**src/rtl/serial_word_link_pkg.sv**
```systemverilog
/*
 * Shared constants and types for the redundant serial word link.
 * Assumes a 250 MHz core clock and a host channel carrying 12-bit words.
 */
package serial_word_link_pkg;

    // ==========================================================
    // Word format
    localparam int WORD_BITS = 12;
    localparam logic [4:0] IDX_ERR_CLR = 5'h09;
    localparam logic [4:0] IDX_COPY = 5'h0b;
    localparam logic [4:0] IDX_REPEAT = 5'h0c;
    localparam logic [4:0] IDX_RDY_NARROW = 5'h0b;
    localparam logic [4:0] IDX_RDY_WIDE = 5'h16;
    localparam logic [4:0] IDX_LAST = 5'h17;
    localparam logic [4:0] IDX_END = 5'h18;

    // ==========================================================
    // Function codes: upper six bits select, lower six bits act
    localparam logic [5:0] SEL_WIDE = 6'h38;
    localparam logic [5:0] SEL_NARROW = 6'h1c;
    localparam logic [5:0] FN_TRANSMIT = 6'h01;
    localparam logic [5:0] FN_RECEIVE = 6'h02;
    localparam logic [5:0] FN_SENSE = 6'h03;

    // ==========================================================
    // Register map
    localparam logic [2:0] ADDR_CTRL = 3'h0;
    localparam logic [2:0] ADDR_WORD_GAP = 3'h1;
    localparam logic [2:0] ADDR_BLOCK_GAP = 3'h2;
    localparam logic [2:0] ADDR_STATUS = 3'h3;
    localparam int CTRL_WIDE = 0;
    localparam int CTRL_WBB = 1;
    localparam int CTRL_WAIT_LO = 2;
    localparam logic [15:0] CTRL_RESET = 16'h0000;
    localparam logic [15:0] WORD_GAP_RESET = 16'h0000;
    localparam logic [15:0] BLOCK_GAP_RESET = 16'h0000;
    localparam logic [15:0] GAP_SATURATED = 16'hffff;

    // ==========================================================
    // Timing
    localparam int CLK_PERIOD_NS = 4;
    localparam int BIT_HALF_NS = 500;
    localparam int BIT_HALF_CYCLES = BIT_HALF_NS / CLK_PERIOD_NS;
    localparam logic [7:0] BIT_HALF_LAST = 8'(BIT_HALF_CYCLES - 1);
    localparam logic [7:0] BIT_FULL_LAST = 8'(2 * BIT_HALF_CYCLES - 1);
    localparam int SETTLE_NS = 200;
    localparam int SETTLE_CYCLES = (SETTLE_NS + CLK_PERIOD_NS - 1) / CLK_PERIOD_NS;
    localparam logic [7:0] SETTLE_LAST = 8'(SETTLE_CYCLES - 1);
    localparam int BLOCK_NULL_NS = 3000;
    localparam int BLOCK_NULL_CYCLES = BLOCK_NULL_NS / CLK_PERIOD_NS;
    localparam logic [9:0] BLOCK_NULL_COUNT = 10'(BLOCK_NULL_CYCLES);
    localparam int FAKE_MIN_US = 100;
    localparam int FAKE_MIN_CYCLES = (FAKE_MIN_US * 1000) / CLK_PERIOD_NS;

    // ==========================================================
    // Transmit sequencer
    typedef enum logic [5:0] {
        TX_IDLE = 6'h01,
        TX_SETTLE = 6'h02,
        TX_GAP = 6'h04,
        TX_ALIGN = 6'h08,
        TX_SHIFT = 6'h10,
        TX_RESUME = 6'h20
    } tx_state_t;

endpackage : serial_word_link_pkg

```
**src/rtl/redundant_serial_word_link.sv**
```systemverilog
/*
 * Word sequencer between a host parallel channel and a redundant serial line.
 * Each 12-bit host word goes out as 24 line bits (data then repeat); the
 * receiver rebuilds words, checks the repeat and hands words to the host.
 * Assumes all inputs synchronous to core_clk and a line that raises
 * line_present for the 24 bits of each word.
 */
`timescale 1ns/100ps
module redundant_serial_word_link #(
    parameter int FAKE_DELAY_CYCLES = serial_word_link_pkg::FAKE_MIN_CYCLES
) (
    input wire logic core_clk,
    input wire logic rstn,
    input wire logic master_clear,
    input wire logic [2:0] reg_addr,
    input wire logic [15:0] reg_wdata,
    input wire logic reg_wr,
    input wire logic reg_rd,
    output logic [15:0] reg_rdata,
    input wire logic [11:0] external_function_code,
    input wire logic func_ready,
    input wire logic [11:0] out_data,
    input wire logic out_ready,
    output logic out_resume,
    output logic [11:0] in_data,
    output logic in_error_bit,
    output logic in_ready,
    input wire logic in_resume,
    output logic line_tx,
    output logic line_tx_en,
    input wire logic line_rx,
    input wire logic line_present
);

    // ==========================================================
    // Registers reached by software
    logic [15:0] ctrl;
    logic [15:0] word_gap_control;
    logic [15:0] block_gap_delay;
    logic [15:0] status;
    logic [15:0] rd_value;

    wire wide_mode = ctrl[serial_word_link_pkg::CTRL_WIDE];
    wire wait_block_start_mode = ctrl[serial_word_link_pkg::CTRL_WBB];
    wire [1:0] wait_length_selector =
        ctrl[serial_word_link_pkg::CTRL_WAIT_LO +: 2];

    always_ff @(posedge core_clk) begin
        if (!rstn) begin
            ctrl <= serial_word_link_pkg::CTRL_RESET;
            word_gap_control <= serial_word_link_pkg::WORD_GAP_RESET;
            block_gap_delay <= serial_word_link_pkg::BLOCK_GAP_RESET;
        end else if (reg_wr) begin
            if (reg_addr == serial_word_link_pkg::ADDR_CTRL) ctrl <= reg_wdata & 16'h000f;
            if (reg_addr == serial_word_link_pkg::ADDR_WORD_GAP) word_gap_control <= reg_wdata;
            if (reg_addr == serial_word_link_pkg::ADDR_BLOCK_GAP) block_gap_delay <= reg_wdata;
        end
    end

    assign rd_value =
        (reg_addr == serial_word_link_pkg::ADDR_CTRL) ? ctrl :
        (reg_addr == serial_word_link_pkg::ADDR_WORD_GAP) ? word_gap_control :
        (reg_addr == serial_word_link_pkg::ADDR_BLOCK_GAP) ? block_gap_delay :
        (reg_addr == serial_word_link_pkg::ADDR_STATUS) ? status : 16'h0000;
    always_ff @(posedge core_clk) begin
        if (!rstn) reg_rdata <= 16'h0000;
        else reg_rdata <= reg_rd ? rd_value : 16'h0000;
    end

    // ==========================================================
    // Clock phases
    logic phase_odd;

    always_ff @(posedge core_clk) begin
        if (!rstn) phase_odd <= 1'b0;
        else phase_odd <= ~phase_odd;
    end

    // ==========================================================
    // Function decode
    logic tx_selected;
    logic rx_selected;
    logic rx_sel_d;
    logic fn_resume;
    logic first_of_block;

    wire [5:0] sel_value = wide_mode ? serial_word_link_pkg::SEL_WIDE
                                     : serial_word_link_pkg::SEL_NARROW;
    wire code_match = func_ready && (external_function_code[11:6] == sel_value);
    wire [5:0] fn_act = external_function_code[5:0];
    wire decode_tx = code_match && (fn_act == serial_word_link_pkg::FN_TRANSMIT);
    wire decode_rx = code_match && (fn_act == serial_word_link_pkg::FN_RECEIVE);
    wire decode_sense = code_match && (fn_act == serial_word_link_pkg::FN_SENSE);
    wire decode_any = decode_tx || decode_rx || decode_sense;
    wire sense_clear = master_clear || decode_sense;
    wire rx_sel_rise = rx_selected && !rx_sel_d;

    always_ff @(posedge core_clk) begin
        if (!rstn) begin
            tx_selected <= 1'b0;
            rx_selected <= 1'b0;
            rx_sel_d <= 1'b0;
        end else begin
            rx_sel_d <= rx_selected;
            if (sense_clear || decode_rx) tx_selected <= 1'b0;
            else if (decode_tx) tx_selected <= 1'b1;
            if (sense_clear || decode_tx) rx_selected <= 1'b0;
            else if (decode_rx) rx_selected <= 1'b1;
        end
    end

    // Narrow host holds function ready until this answer
    always_ff @(posedge core_clk) begin
        if (!rstn) fn_resume <= 1'b0;
        else if (!func_ready) fn_resume <= 1'b0;
        else if (decode_any && !wide_mode) fn_resume <= 1'b1;
    end

    // ==========================================================
    // Transmit sequencer
    serial_word_link_pkg::tx_state_t tx_state;
    logic [7:0] settle_cnt;
    logic [7:0] tx_div;
    logic tx_half_odd;
    logic [4:0] tx_idx;
    logic [11:0] holding;
    logic [11:0] shifter;
    logic [15:0] gap_cnt;
    logic timing_enable;
    logic data_ready;
    logic word_resume;

    wire transmitting = (tx_state == serial_word_link_pkg::TX_ALIGN) ||
                        (tx_state == serial_word_link_pkg::TX_SHIFT);
    wire gap_ok = (gap_cnt >= word_gap_control) &&
                  (!first_of_block || gap_cnt >= block_gap_delay);
    wire tx_div_wrap = (tx_div == serial_word_link_pkg::BIT_HALF_LAST);
    wire tx_even_out = tx_div_wrap && tx_half_odd;
    wire [4:0] tx_idx_next = tx_idx + 5'h01;
    wire [4:0] tx_pos_wide = (tx_idx_next >= serial_word_link_pkg::IDX_REPEAT)
                             ? tx_idx_next - serial_word_link_pkg::IDX_REPEAT
                             : tx_idx_next;
    wire [3:0] tx_pos = tx_pos_wide[3:0];

    assign out_resume = fn_resume || (word_resume && data_ready);

    always_ff @(posedge core_clk) begin
        if (!rstn) gap_cnt <= serial_word_link_pkg::GAP_SATURATED;
        else if (transmitting) gap_cnt <= 16'h0000;
        else if (gap_cnt != serial_word_link_pkg::GAP_SATURATED) gap_cnt <= gap_cnt + 16'h0001;
    end
    always_ff @(posedge core_clk) begin
        if (!rstn) first_of_block <= 1'b1;
        else if (decode_tx) first_of_block <= 1'b1;
        else if (tx_state == serial_word_link_pkg::TX_SHIFT) first_of_block <= 1'b0;
    end

    always_ff @(posedge core_clk) begin
        if (!rstn) begin
            tx_div <= 8'h00;
            tx_half_odd <= 1'b0;
        end else if (!timing_enable) begin
            tx_div <= 8'h00;
            tx_half_odd <= 1'b0;
        end else if (tx_div_wrap) begin
            tx_div <= 8'h00;
            tx_half_odd <= ~tx_half_odd;
        end else begin
            tx_div <= tx_div + 8'h01;
        end
    end

    always_ff @(posedge core_clk) begin
        if (!rstn) begin
            tx_state <= serial_word_link_pkg::TX_IDLE;
            settle_cnt <= 8'h00;
            holding <= 12'h000;
            shifter <= 12'h000;
            tx_idx <= 5'h00;
            timing_enable <= 1'b0;
            data_ready <= 1'b0;
            word_resume <= 1'b0;
            line_tx <= 1'b0;
            line_tx_en <= 1'b0;
        end else begin
            case (tx_state)
                serial_word_link_pkg::TX_IDLE: begin
                    settle_cnt <= 8'h00;
                    if (tx_selected && out_ready) tx_state <= serial_word_link_pkg::TX_SETTLE;
                end
                serial_word_link_pkg::TX_SETTLE: begin
                    settle_cnt <= settle_cnt + 8'h01;
                    if (settle_cnt == serial_word_link_pkg::SETTLE_LAST) begin
                        holding <= out_data;
                        tx_state <= serial_word_link_pkg::TX_GAP;
                    end
                end
                serial_word_link_pkg::TX_GAP: begin
                    shifter <= holding;
                    if (gap_ok && phase_odd) begin
                        timing_enable <= 1'b1;
                        tx_state <= serial_word_link_pkg::TX_ALIGN;
                    end
                end
                serial_word_link_pkg::TX_ALIGN: begin
                    if (tx_even_out) begin
                        tx_idx <= 5'h00;
                        line_tx <= shifter[0];
                        line_tx_en <= 1'b1;
                        data_ready <= 1'b1;
                        tx_state <= serial_word_link_pkg::TX_SHIFT;
                    end
                end
                serial_word_link_pkg::TX_SHIFT: begin
                    if (tx_even_out) begin
                        if (tx_idx == serial_word_link_pkg::IDX_LAST) begin
                            holding <= 12'h000;
                            shifter <= 12'h000;
                            line_tx <= 1'b0;
                            line_tx_en <= 1'b0;
                            timing_enable <= 1'b0;
                            word_resume <= 1'b1;
                            tx_state <= serial_word_link_pkg::TX_RESUME;
                        end else begin
                            tx_idx <= tx_idx_next;
                            line_tx <= shifter[tx_pos];
                        end
                    end
                end
                serial_word_link_pkg::TX_RESUME: begin
                    if (!out_ready) begin
                        word_resume <= 1'b0;
                        data_ready <= 1'b0;
                        tx_state <= serial_word_link_pkg::TX_IDLE;
                    end
                end
                default: tx_state <= serial_word_link_pkg::TX_IDLE;
            endcase
        end
    end

    // ==========================================================
    // Receive bit timing, restarted by incoming data
    logic [7:0] rx_div;
    logic [4:0] rx_idx;
    logic [11:0] rx_hold;
    logic [11:0] rx_cmp;

    wire rx_run = line_present && !transmitting;
    wire rx_sample = rx_run && (rx_div == serial_word_link_pkg::BIT_HALF_LAST) &&
                     (rx_idx < serial_word_link_pkg::IDX_END);
    wire [4:0] rx_rep_wide = rx_idx - serial_word_link_pkg::IDX_REPEAT;
    wire [3:0] rx_rep = rx_rep_wide[3:0];
    wire in_repeat = rx_idx >= serial_word_link_pkg::IDX_REPEAT;
    wire mismatch = rx_sample && in_repeat && (line_rx != rx_cmp[rx_rep]);

    always_ff @(posedge core_clk) begin
        if (!rstn || !rx_run) begin
            rx_div <= 8'h00;
            rx_idx <= 5'h00;
            rx_hold <= 12'h000;
        end else begin
            rx_div <= (rx_div == serial_word_link_pkg::BIT_FULL_LAST) ? 8'h00 : rx_div + 8'h01;
            if (rx_sample) begin
                rx_idx <= rx_idx + 5'h01;
                if (!in_repeat) rx_hold[rx_idx[3:0]] <= line_rx;
            end
        end
    end
    always_ff @(posedge core_clk) begin
        if (!rstn) rx_cmp <= 12'h000;
        else if (rx_sample && rx_idx == serial_word_link_pkg::IDX_COPY)
            rx_cmp <= {line_rx, rx_hold[10:0]};
    end

    // ==========================================================
    // Error flags
    logic word_err;
    logic block_err;
    logic last_word_ok;

    wire word_err_now = word_err || mismatch;
    always_ff @(posedge core_clk) begin
        if (!rstn) word_err <= 1'b0;
        else if (mismatch) word_err <= 1'b1;
        else if (rx_sample && rx_idx == serial_word_link_pkg::IDX_ERR_CLR)
            word_err <= 1'b0;
    end
    always_ff @(posedge core_clk) begin
        if (!rstn) last_word_ok <= 1'b1;
        else if (rx_sample && rx_idx == serial_word_link_pkg::IDX_LAST)
            last_word_ok <= !word_err_now;
    end
    // A fresh error beats a clear in the same cycle
    always_ff @(posedge core_clk) begin
        if (!rstn) block_err <= 1'b0;
        else if (mismatch) block_err <= 1'b1;
        else if (sense_clear && last_word_ok) block_err <= 1'b0;
    end

    // ==========================================================
    // Block start and line silence
    logic [9:0] null_cnt;
    logic start_ok;
    logic [17:0] fake_cnt;
    logic fake_ready;
    logic got_word;

    wire null_done = (null_cnt == serial_word_link_pkg::BLOCK_NULL_COUNT);
    wire data_arriving = line_present || (rx_idx != 5'h00);
    wire [17:0] fake_unit = 18'(FAKE_DELAY_CYCLES);
    wire [17:0] fake_limit = (wait_length_selector == 2'h1) ? fake_unit :
                             (wait_length_selector == 2'h2) ? {fake_unit[16:0], 1'b0} :
                             {fake_unit[15:0], 2'b00};
    wire fake_timing = rx_selected && !line_present && (wait_length_selector != 2'h0);
    always_ff @(posedge core_clk) begin
        if (!rstn || line_present) null_cnt <= 10'h000;
        else if (!null_done) null_cnt <= null_cnt + 10'h001;
    end
    always_ff @(posedge core_clk) begin
        if (!rstn || !rx_selected) start_ok <= 1'b0;
        else if (rx_sel_rise) start_ok <= !(wait_block_start_mode && data_arriving);
        else if (null_done) start_ok <= 1'b1;
    end
    always_ff @(posedge core_clk) begin
        if (!rstn || !fake_timing) fake_cnt <= 18'h00000;
        else if (fake_cnt != fake_limit) fake_cnt <= fake_cnt + 18'h00001;
    end
    always_ff @(posedge core_clk) begin
        if (!rstn || !rx_selected) fake_ready <= 1'b0;
        else if (fake_timing && fake_cnt == fake_limit) fake_ready <= 1'b1;
    end

    // ==========================================================
    // Handing words to the host
    wire rdy_idx = wide_mode ? (rx_idx == serial_word_link_pkg::IDX_RDY_WIDE)
                             : (rx_idx == serial_word_link_pkg::IDX_RDY_NARROW);
    wire word_hand = rx_sample && rdy_idx && rx_selected && start_ok;
    wire fake_hand = fake_ready && !in_ready && !in_resume;
    wire [11:0] rx_word = wide_mode ? rx_cmp : {line_rx, rx_hold[10:0]};
    always_ff @(posedge core_clk) begin
        if (!rstn || !rx_selected) got_word <= 1'b0;
        else if (word_hand) got_word <= 1'b1;
    end

    always_ff @(posedge core_clk) begin
        if (!rstn) begin
            in_ready <= 1'b0;
            in_data <= 12'h000;
            in_error_bit <= 1'b0;
        end else if (word_hand) begin
            in_ready <= 1'b1;
            in_data <= rx_word;
            in_error_bit <= wide_mode && word_err_now;
        end else if (fake_hand) begin
            in_ready <= 1'b1;
            in_data <= got_word ? in_data : 12'h000;
            in_error_bit <= 1'b0;
        end else if (in_resume) begin
            in_ready <= 1'b0;
        end
    end

    // ==========================================================
    // Status word
    assign status = {8'h00, start_ok, transmitting, line_present, fake_ready,
                     block_err, word_err, rx_selected, tx_selected};

endmodule : redundant_serial_word_link

```
**config.mk**
```make
export PLATFORM = sky130hd
export DESIGN_NAME = redundant_serial_word_link
export DESIGN_NICKNAME = d
export VERILOG_FILES = /design/src/rtl/serial_word_link_pkg.sv /design/src/rtl/redundant_serial_word_link.sv
export SDC_FILE = /design/constraint.sdc
export NUM_CORES = 1
export LEC_CHECK = 0
export ABC_AREA = 0
export BUFFER_PORTS_ARGS = -buffer_cell sky130_fd_sc_hd__buf_4
export CAP_MARGIN = 20
export CORE_UTILIZATION = 65
export DETAILED_ROUTE_END_ITERATION = 8
export PLACE_DENSITY = 0.92
export SYNTH_ARGS = -nofsm -noshare
export SYNTH_HDL_FRONTEND = slang
export SYNTH_SLANG_ARGS = --single-unit
export TNS_END_PERCENT = 1
```
**constraint.sdc**
```tcl
create_clock -name core_clk -period 3.8 [get_ports core_clk]
set_input_delay 0.19 -clock core_clk [delete_from_list [all_inputs] [get_ports core_clk]]
set_output_delay 0.19 -clock core_clk [all_outputs]
set_load 0.01 [all_outputs]
```
; ---- Word level (Yosys, flattened, before mapping)
; Cells that the tools add are included.
[classes]
n_addsub = 10
n_lt_le_gt_ge = 9
n_eq_ne = 38
muxes = 66
bitwise_logic = 6
n_reduce_logical = 96
[ops]
columns = cell, n
row1 = 12-bit 2-to-1 mux, 7
row2 = 16-bit 2-to-1 mux, 4
row3 = 6-bit 2-to-1 mux, 8
row4 = 12-bit one-hot mux with 2 select lines, 2
row5 = 6-bit one-hot mux with 6 select lines, 1
row6 = 17-bit 2-to-1 mux, 2
row7 = 16-bit >= comparator, 2
row8 = 1-bit logical AND, 31
row9 = 1-bit 2-to-1 mux, 25
row10 = "8-bit by 1-bit adder with 8-bit output, second input constant", 3
row11 = 2-bit nonzero test, 12
row12 = 4-bit AND reduction, 5
row13 = "18-bit by 1-bit adder with 18-bit output, second input constant", 1
row14 = 18-bit by 17-bit equality test with 1-bit output, 1
row15 = "6-bit by 2-bit equality test with 1-bit output, second input constant", 3
row16 = 18-bit by 17-bit inequality test with 1-bit output, 1
row17 = "16-bit by 1-bit adder with 16-bit output, second input constant", 1
row18 = "8-bit by 7-bit equality test with 1-bit output, second input constant", 2
row19 = "16-bit inequality test, second input constant", 1
row20 = 8-bit one-hot mux with 2 select lines, 1
row21 = 2-bit AND reduction, 8
row22 = "5-bit equality test, second input constant", 3
row23 = "4-bit by 5-bit less-than comparator with 1-bit output, second input constant", 3
row24 = 5-bit 2-to-1 mux, 3
row25 = other kinds (40), 95
[word_totals]
register_bits = 216
input_bits = 53
output_inout_bits = 33
word_cells = 264

; ---- Logic depth before layout (Yosys ltp)
[depth]
depth_word = 11
ltp_mapped = 10
ltp_nobuf = 9

; ---- Worst setup path after synthesis
; No wires, ideal clock.
[synth_path]
path_kind = register -> register
from = register tx_idx[0]
to = register line_tx
setup_time_ns = 0.116
t_arrival_ns = 2.131
t_required_ns = 3.684
setup_slack_ns = 1.553
path_stages_with_launch = 11
path_buffers = 1
synth_period_minus_slack_ns = 2.247
cell_sequence = dfxtp_1 ha_1 clkbuf_1 xnor2_1 inv_1 ha_1 a22oi_1 nand2_1 mux2i_1 o22ai_1 o211a_1
[synth_between]
elab_chain_cells = 8
elab_cells_between_ends = 10
cone_classes = 2 x add/sub / 1 x order compare / 1 x eq/ne / 6 x mux
[synth_lines]
columns = item, line
row1 = from (decl), redundant_serial_word_link.sv:125  ; logic [4:0] tx_idx;
row2 = from (signal assigned), redundant_serial_word_link.sv:225  ; tx_idx <= tx_idx_next;
row3 = 5-bit by 1-bit adder with 5-bit output, redundant_serial_word_link.sv:139  ; wire [4:0] tx_idx_next = tx_idx + 5'h01;
row4 = 4-bit subtractor / 5-bit by 4-bit >= comparator with 1-bit output (equally long branches), "redundant_serial_word_link.sv:141, redundant_serial_word_link.sv:140"
row5 = 4-bit 2-to-1 mux, redundant_serial_word_link.sv:141  ; ? tx_idx_next - serial_word_link_pkg::IDX_REPEAT
row6 = 1-bit binary-select mux with 4-bit select, redundant_serial_word_link.sv:226  ; line_tx <= shifter[tx_pos];
row7 = 1-bit 2-to-1 mux (implied by the code), redundant_serial_word_link.sv:226
row8 = 1-bit 2-to-1 mux *, redundant_serial_word_link.sv:216  ; if (tx_idx == serial_word_link_pkg::IDX_LAST) begin
row9 = 1-bit 2-to-1 mux *, redundant_serial_word_link.sv:215  ; if (tx_even_out) begin
row10 = 1-bit one-hot mux with 2 select lines *, redundant_serial_word_link.sv:186  ; case (tx_state)
row11 = to (signal assigned), redundant_serial_word_link.sv:208  ; line_tx <= shifter[0];
row12 = to (signal assigned), redundant_serial_word_link.sv:226
row13 = to (decl), redundant_serial_word_link.sv:29  ; output logic line_tx,
; Every way passes the cells marked *; elsewhere a longest branch is shown, timed or not. The select of a mux whose other input is x is not followed.
; A chain may end at the register's enable or synchronous reset.

; ---- Final worst setup path
[layout_path]
from = register rx_div[3]
to = register rx_cmp[5]
[layout_between]
elab_chain_cells = 4
[layout_lines]
columns = item, line
row1 = from (decl), redundant_serial_word_link.sv:244  ; logic [7:0] rx_div;
row2 = from (signal assigned), redundant_serial_word_link.sv:263  ; rx_div <= (rx_div == serial_word_link_pkg::BIT_FULL_LAST) ? 8'h00 : rx_div + 8'h01;
row3 = 8-bit by 7-bit equality test with 1-bit output, redundant_serial_word_link.sv:250  ; wire rx_sample = rx_run && (rx_div == serial_word_link_pkg::BIT_HALF_LAST) &&
row4 = 1-bit logical AND (2 in series), redundant_serial_word_link.sv:250
row5 = 1-bit logical AND, redundant_serial_word_link.sv:272  ; else if (rx_sample && rx_idx == serial_word_link_pkg::IDX_COPY)
row6 = to (signal assigned), redundant_serial_word_link.sv:273  ; rx_cmp <= {line_rx, rx_hold[10:0]};
row7 = to (decl), redundant_serial_word_link.sv:247  ; logic [11:0] rx_cmp;
; Every way passes these cells.

==> impl_metrics.json <==
{
  "layout_common_cells": "215 x dfxtp_1, 151 x nand2_1, 90 x nor2_1, 90 x buf_4, 65 x nand3_1",
  "port_buffers": 85,
  "cap_viol_max_count": 0,
  "track_usage": 0.2939,
  "drive_above_1_share": 0.1188,
  "grt_use_met2": 0.5116,
  "post-route-period-util": 0.7286,
  "synth_area_per_cell_um2": 8.837,
  "ir_drop_uv": 377.2,
  "die_w_um": 130.3,
  "seq_area_frac_synth": 0.4022,
  "grt_first_pass_wirelength_mm": 40.33,
  "tritoncts": "done",
  "dp.cells": 1457,
  "status": "finished clean",
  "ant_nets": 0,
  "setup_viol": 0,
  "end_kind": "register",
  "cts.reportedPaths.clkPinSlew_ns": 0.06,
  "design.portCount": 86,
  "min_from": "out_data[10]",
  "die-area_mm2": 0.01698,
  "dpl.hpwl_mm": 16.37,
  "initial_core_util": 0.6688,
  "grt_max_degree": 110,
  "h-tree-depth": 1,
  "fmax_mhz": 361.2,
  "first_global_vias": 8605,
  "drt_iter0_drc": 740,
  "grt_use_met1": 0.3704,
  "antenna_found_initial": 0,
  "synth_top_flop_cell": "dfxtp_1",
  "diodes": 0,
  "ctsResizeCount": 0,
  "synth.distinct_cells": 71,
  "top_usage_layer": "met2",
  "dieHeight_um": 130.3,
  "leakagePower_nw": 4.652,
  "hold_depth": 3,
  "synth_edf_count": 0,
  "setup_tns_ns": 0,
  "max_slew_margin": 0.3074,
  "syn-num-nets": 1322,
  "routabilityCongestion": 0.8870,
  "hp-class": "in2reg",
  "critPathMaxFanout": 12,
  "wl_per_cell_um": 16.19,
  "synthCells": 1211,
  "fp-row-count": 46,
  "grt_overflow": 0,
  "vias": 9078,
  "via_per_inst": 5.937,
  "yosys_warnings": 0,
  "finalNonFillerCells": 1529,
  "worst_slew_pin_slew_ns": 1.038,
  "critical_path_class": "reg2reg",
  "final_common_cell": "dfxtp_1",
  "drc": 0,
  "async_reset_ff_frac": 0,
  "powerDensity_mw_per_mm2": 449.5,
  "clkSinkCount": 215,
  "cp.arrival_ns": 3.17,
  "ys_seq_elements": 215,
  "layout_min_cycle_time_ns": 2.769,
  "slew_viol_final": 0,
  "reg2reg_depth": 6,
  "cts-root-buf": "clkbuf_16",
  "timing.rr.start": "rx_div[3]",
  "cp.required_ns": 4.20,
  "hold_violations": 0,
  "area_growth_pct": 16.50,
  "drt-total-wl_mm": 24.75,
  "worstSetupStartpointType": "register",
  "nets": 1408,
  "syn_area_mm2": 0.01070,
  "dr.pass1.iters": 5,
  "cts_buffers": 23,
  "use_met3": 0.04387,
  "clock_latency_ns": 0.52,
  "rsz0062_at_grt": "false",
  "crit_start": "rx_div[3]",
  "clock_skew_ns": 0.01703,
  "clockBufferDepth": 3,
  "coreArea_mm2": 0.01600
}
[worst paths after layout]
kind	end	slack [ns]
worst max-delay path	rx_cmp[5]	1.03
worst max register to register	rx_cmp[5]	1.03
worst min-delay path	holding[10]	0.01
worst min register to register	phase_odd	0.43
[through the flow]
step / instance area [um^2] / utilization / total power [mW] / hold slack, ns / worst slack (ns)
floorplan: 10700 / - / 3.120 / 0.2959 / 1.553
global placement: 11400 / 0.7127 / 3.305 / 0.4202 / 1.318
detailed placement: 11400 / 0.7127 / 3.359 / 0.4226 / 1.125
CTS: 12470 / 0.7792 / 5.606 / 0.003190 / 1.100
global route: 12470 / 0.7792 / 5.832 / 0.009110 / 0.8746
finish: 12470 / 0.7792 / 5.604 / 0.01122 / 1.031
[worst max-delay path: stages (launching register included)]
cell and delay (ns):
dfxtp_1 0.41, nand4_2 0.19, a2111oi_4 0.44, and3_1 0.47, nand3_1 0.64, mux2i_1 0.40, nor2b_1 0.09
[layer usage]
metal	wire (um)	up-vias
li1	-	4419
met1	10640	4291
met2	12120	304
met3	1363	64
met4	633	0
met5	0	-
[cell families after synthesis]
| family | share of synthesized area |
|---|---|
| multiplexers | 0.06781 |
| AO/OA/AOI/OAI | 0.1389 |
| adder cells (fa/ha/maj) | 0.06781 |
| buffers and inverters | 0.04349 |
| AND/OR/NAND/NOR | 0.2331 |
| XOR/XNOR | 0.04665 |
| flip-flops | 0.4022 |
[report_power, final]
group          internal (mW)  switching, mW
Sequential              2.34          0.130
Combinational          0.410          0.491
Clock                   1.29          0.936
[Yosys cell counts (38+ instances only)]
cell type | n | area [um^2]
mux2i_1 | 50 | 500.5
xor2_1 | 38 | 332.8
dfxtp_1 | 215 | 4304
nand3_1 | 65 | 325.3
ha_1 | 58 | 725.7
nor2b_1 | 42 | 262.8
o21ai_0 | 43 | 215.2
inv_1 | 59 | 221.5
a21boi_0 | 51 | 382.9
clkbuf_1 | 47 | 176.4
nand2_1 | 151 | 566.8
nor2_1 | 90 | 337.8
[what timing repair did]
action / in CTS / in global routing
hold buffers: 31 / 0
setup buffers: 0 / 0
endpoints found under the hold margin: 51 / 0
[sequential cells by signal, summed over array words and instances, names as in the netlist, 5 cells and up]
name              cells
fake_cnt             18
block_gap_delay      16
gap_cnt              16
reg_rdata            16
word_gap_control     16
holding              12
in_data              12
rx_cmp               12
shifter              12
rx_hold              11
null_cnt             10
rx_div                8
settle_cnt            8
tx_div                8
tx_state              6
rx_idx                5
tx_idx                5
[layout make-up]
class                      count  area [um^2]
fill                        1046         3533
inverter                      59        221.5
tap                          216        270.3
sequential                   215         4304
multi-input combinational    877         5932
timing repair buffer         121        985.9
clock inverter                14        142.6
clock buffer                  27        610.6
Power figures use the tool's default switching activity.
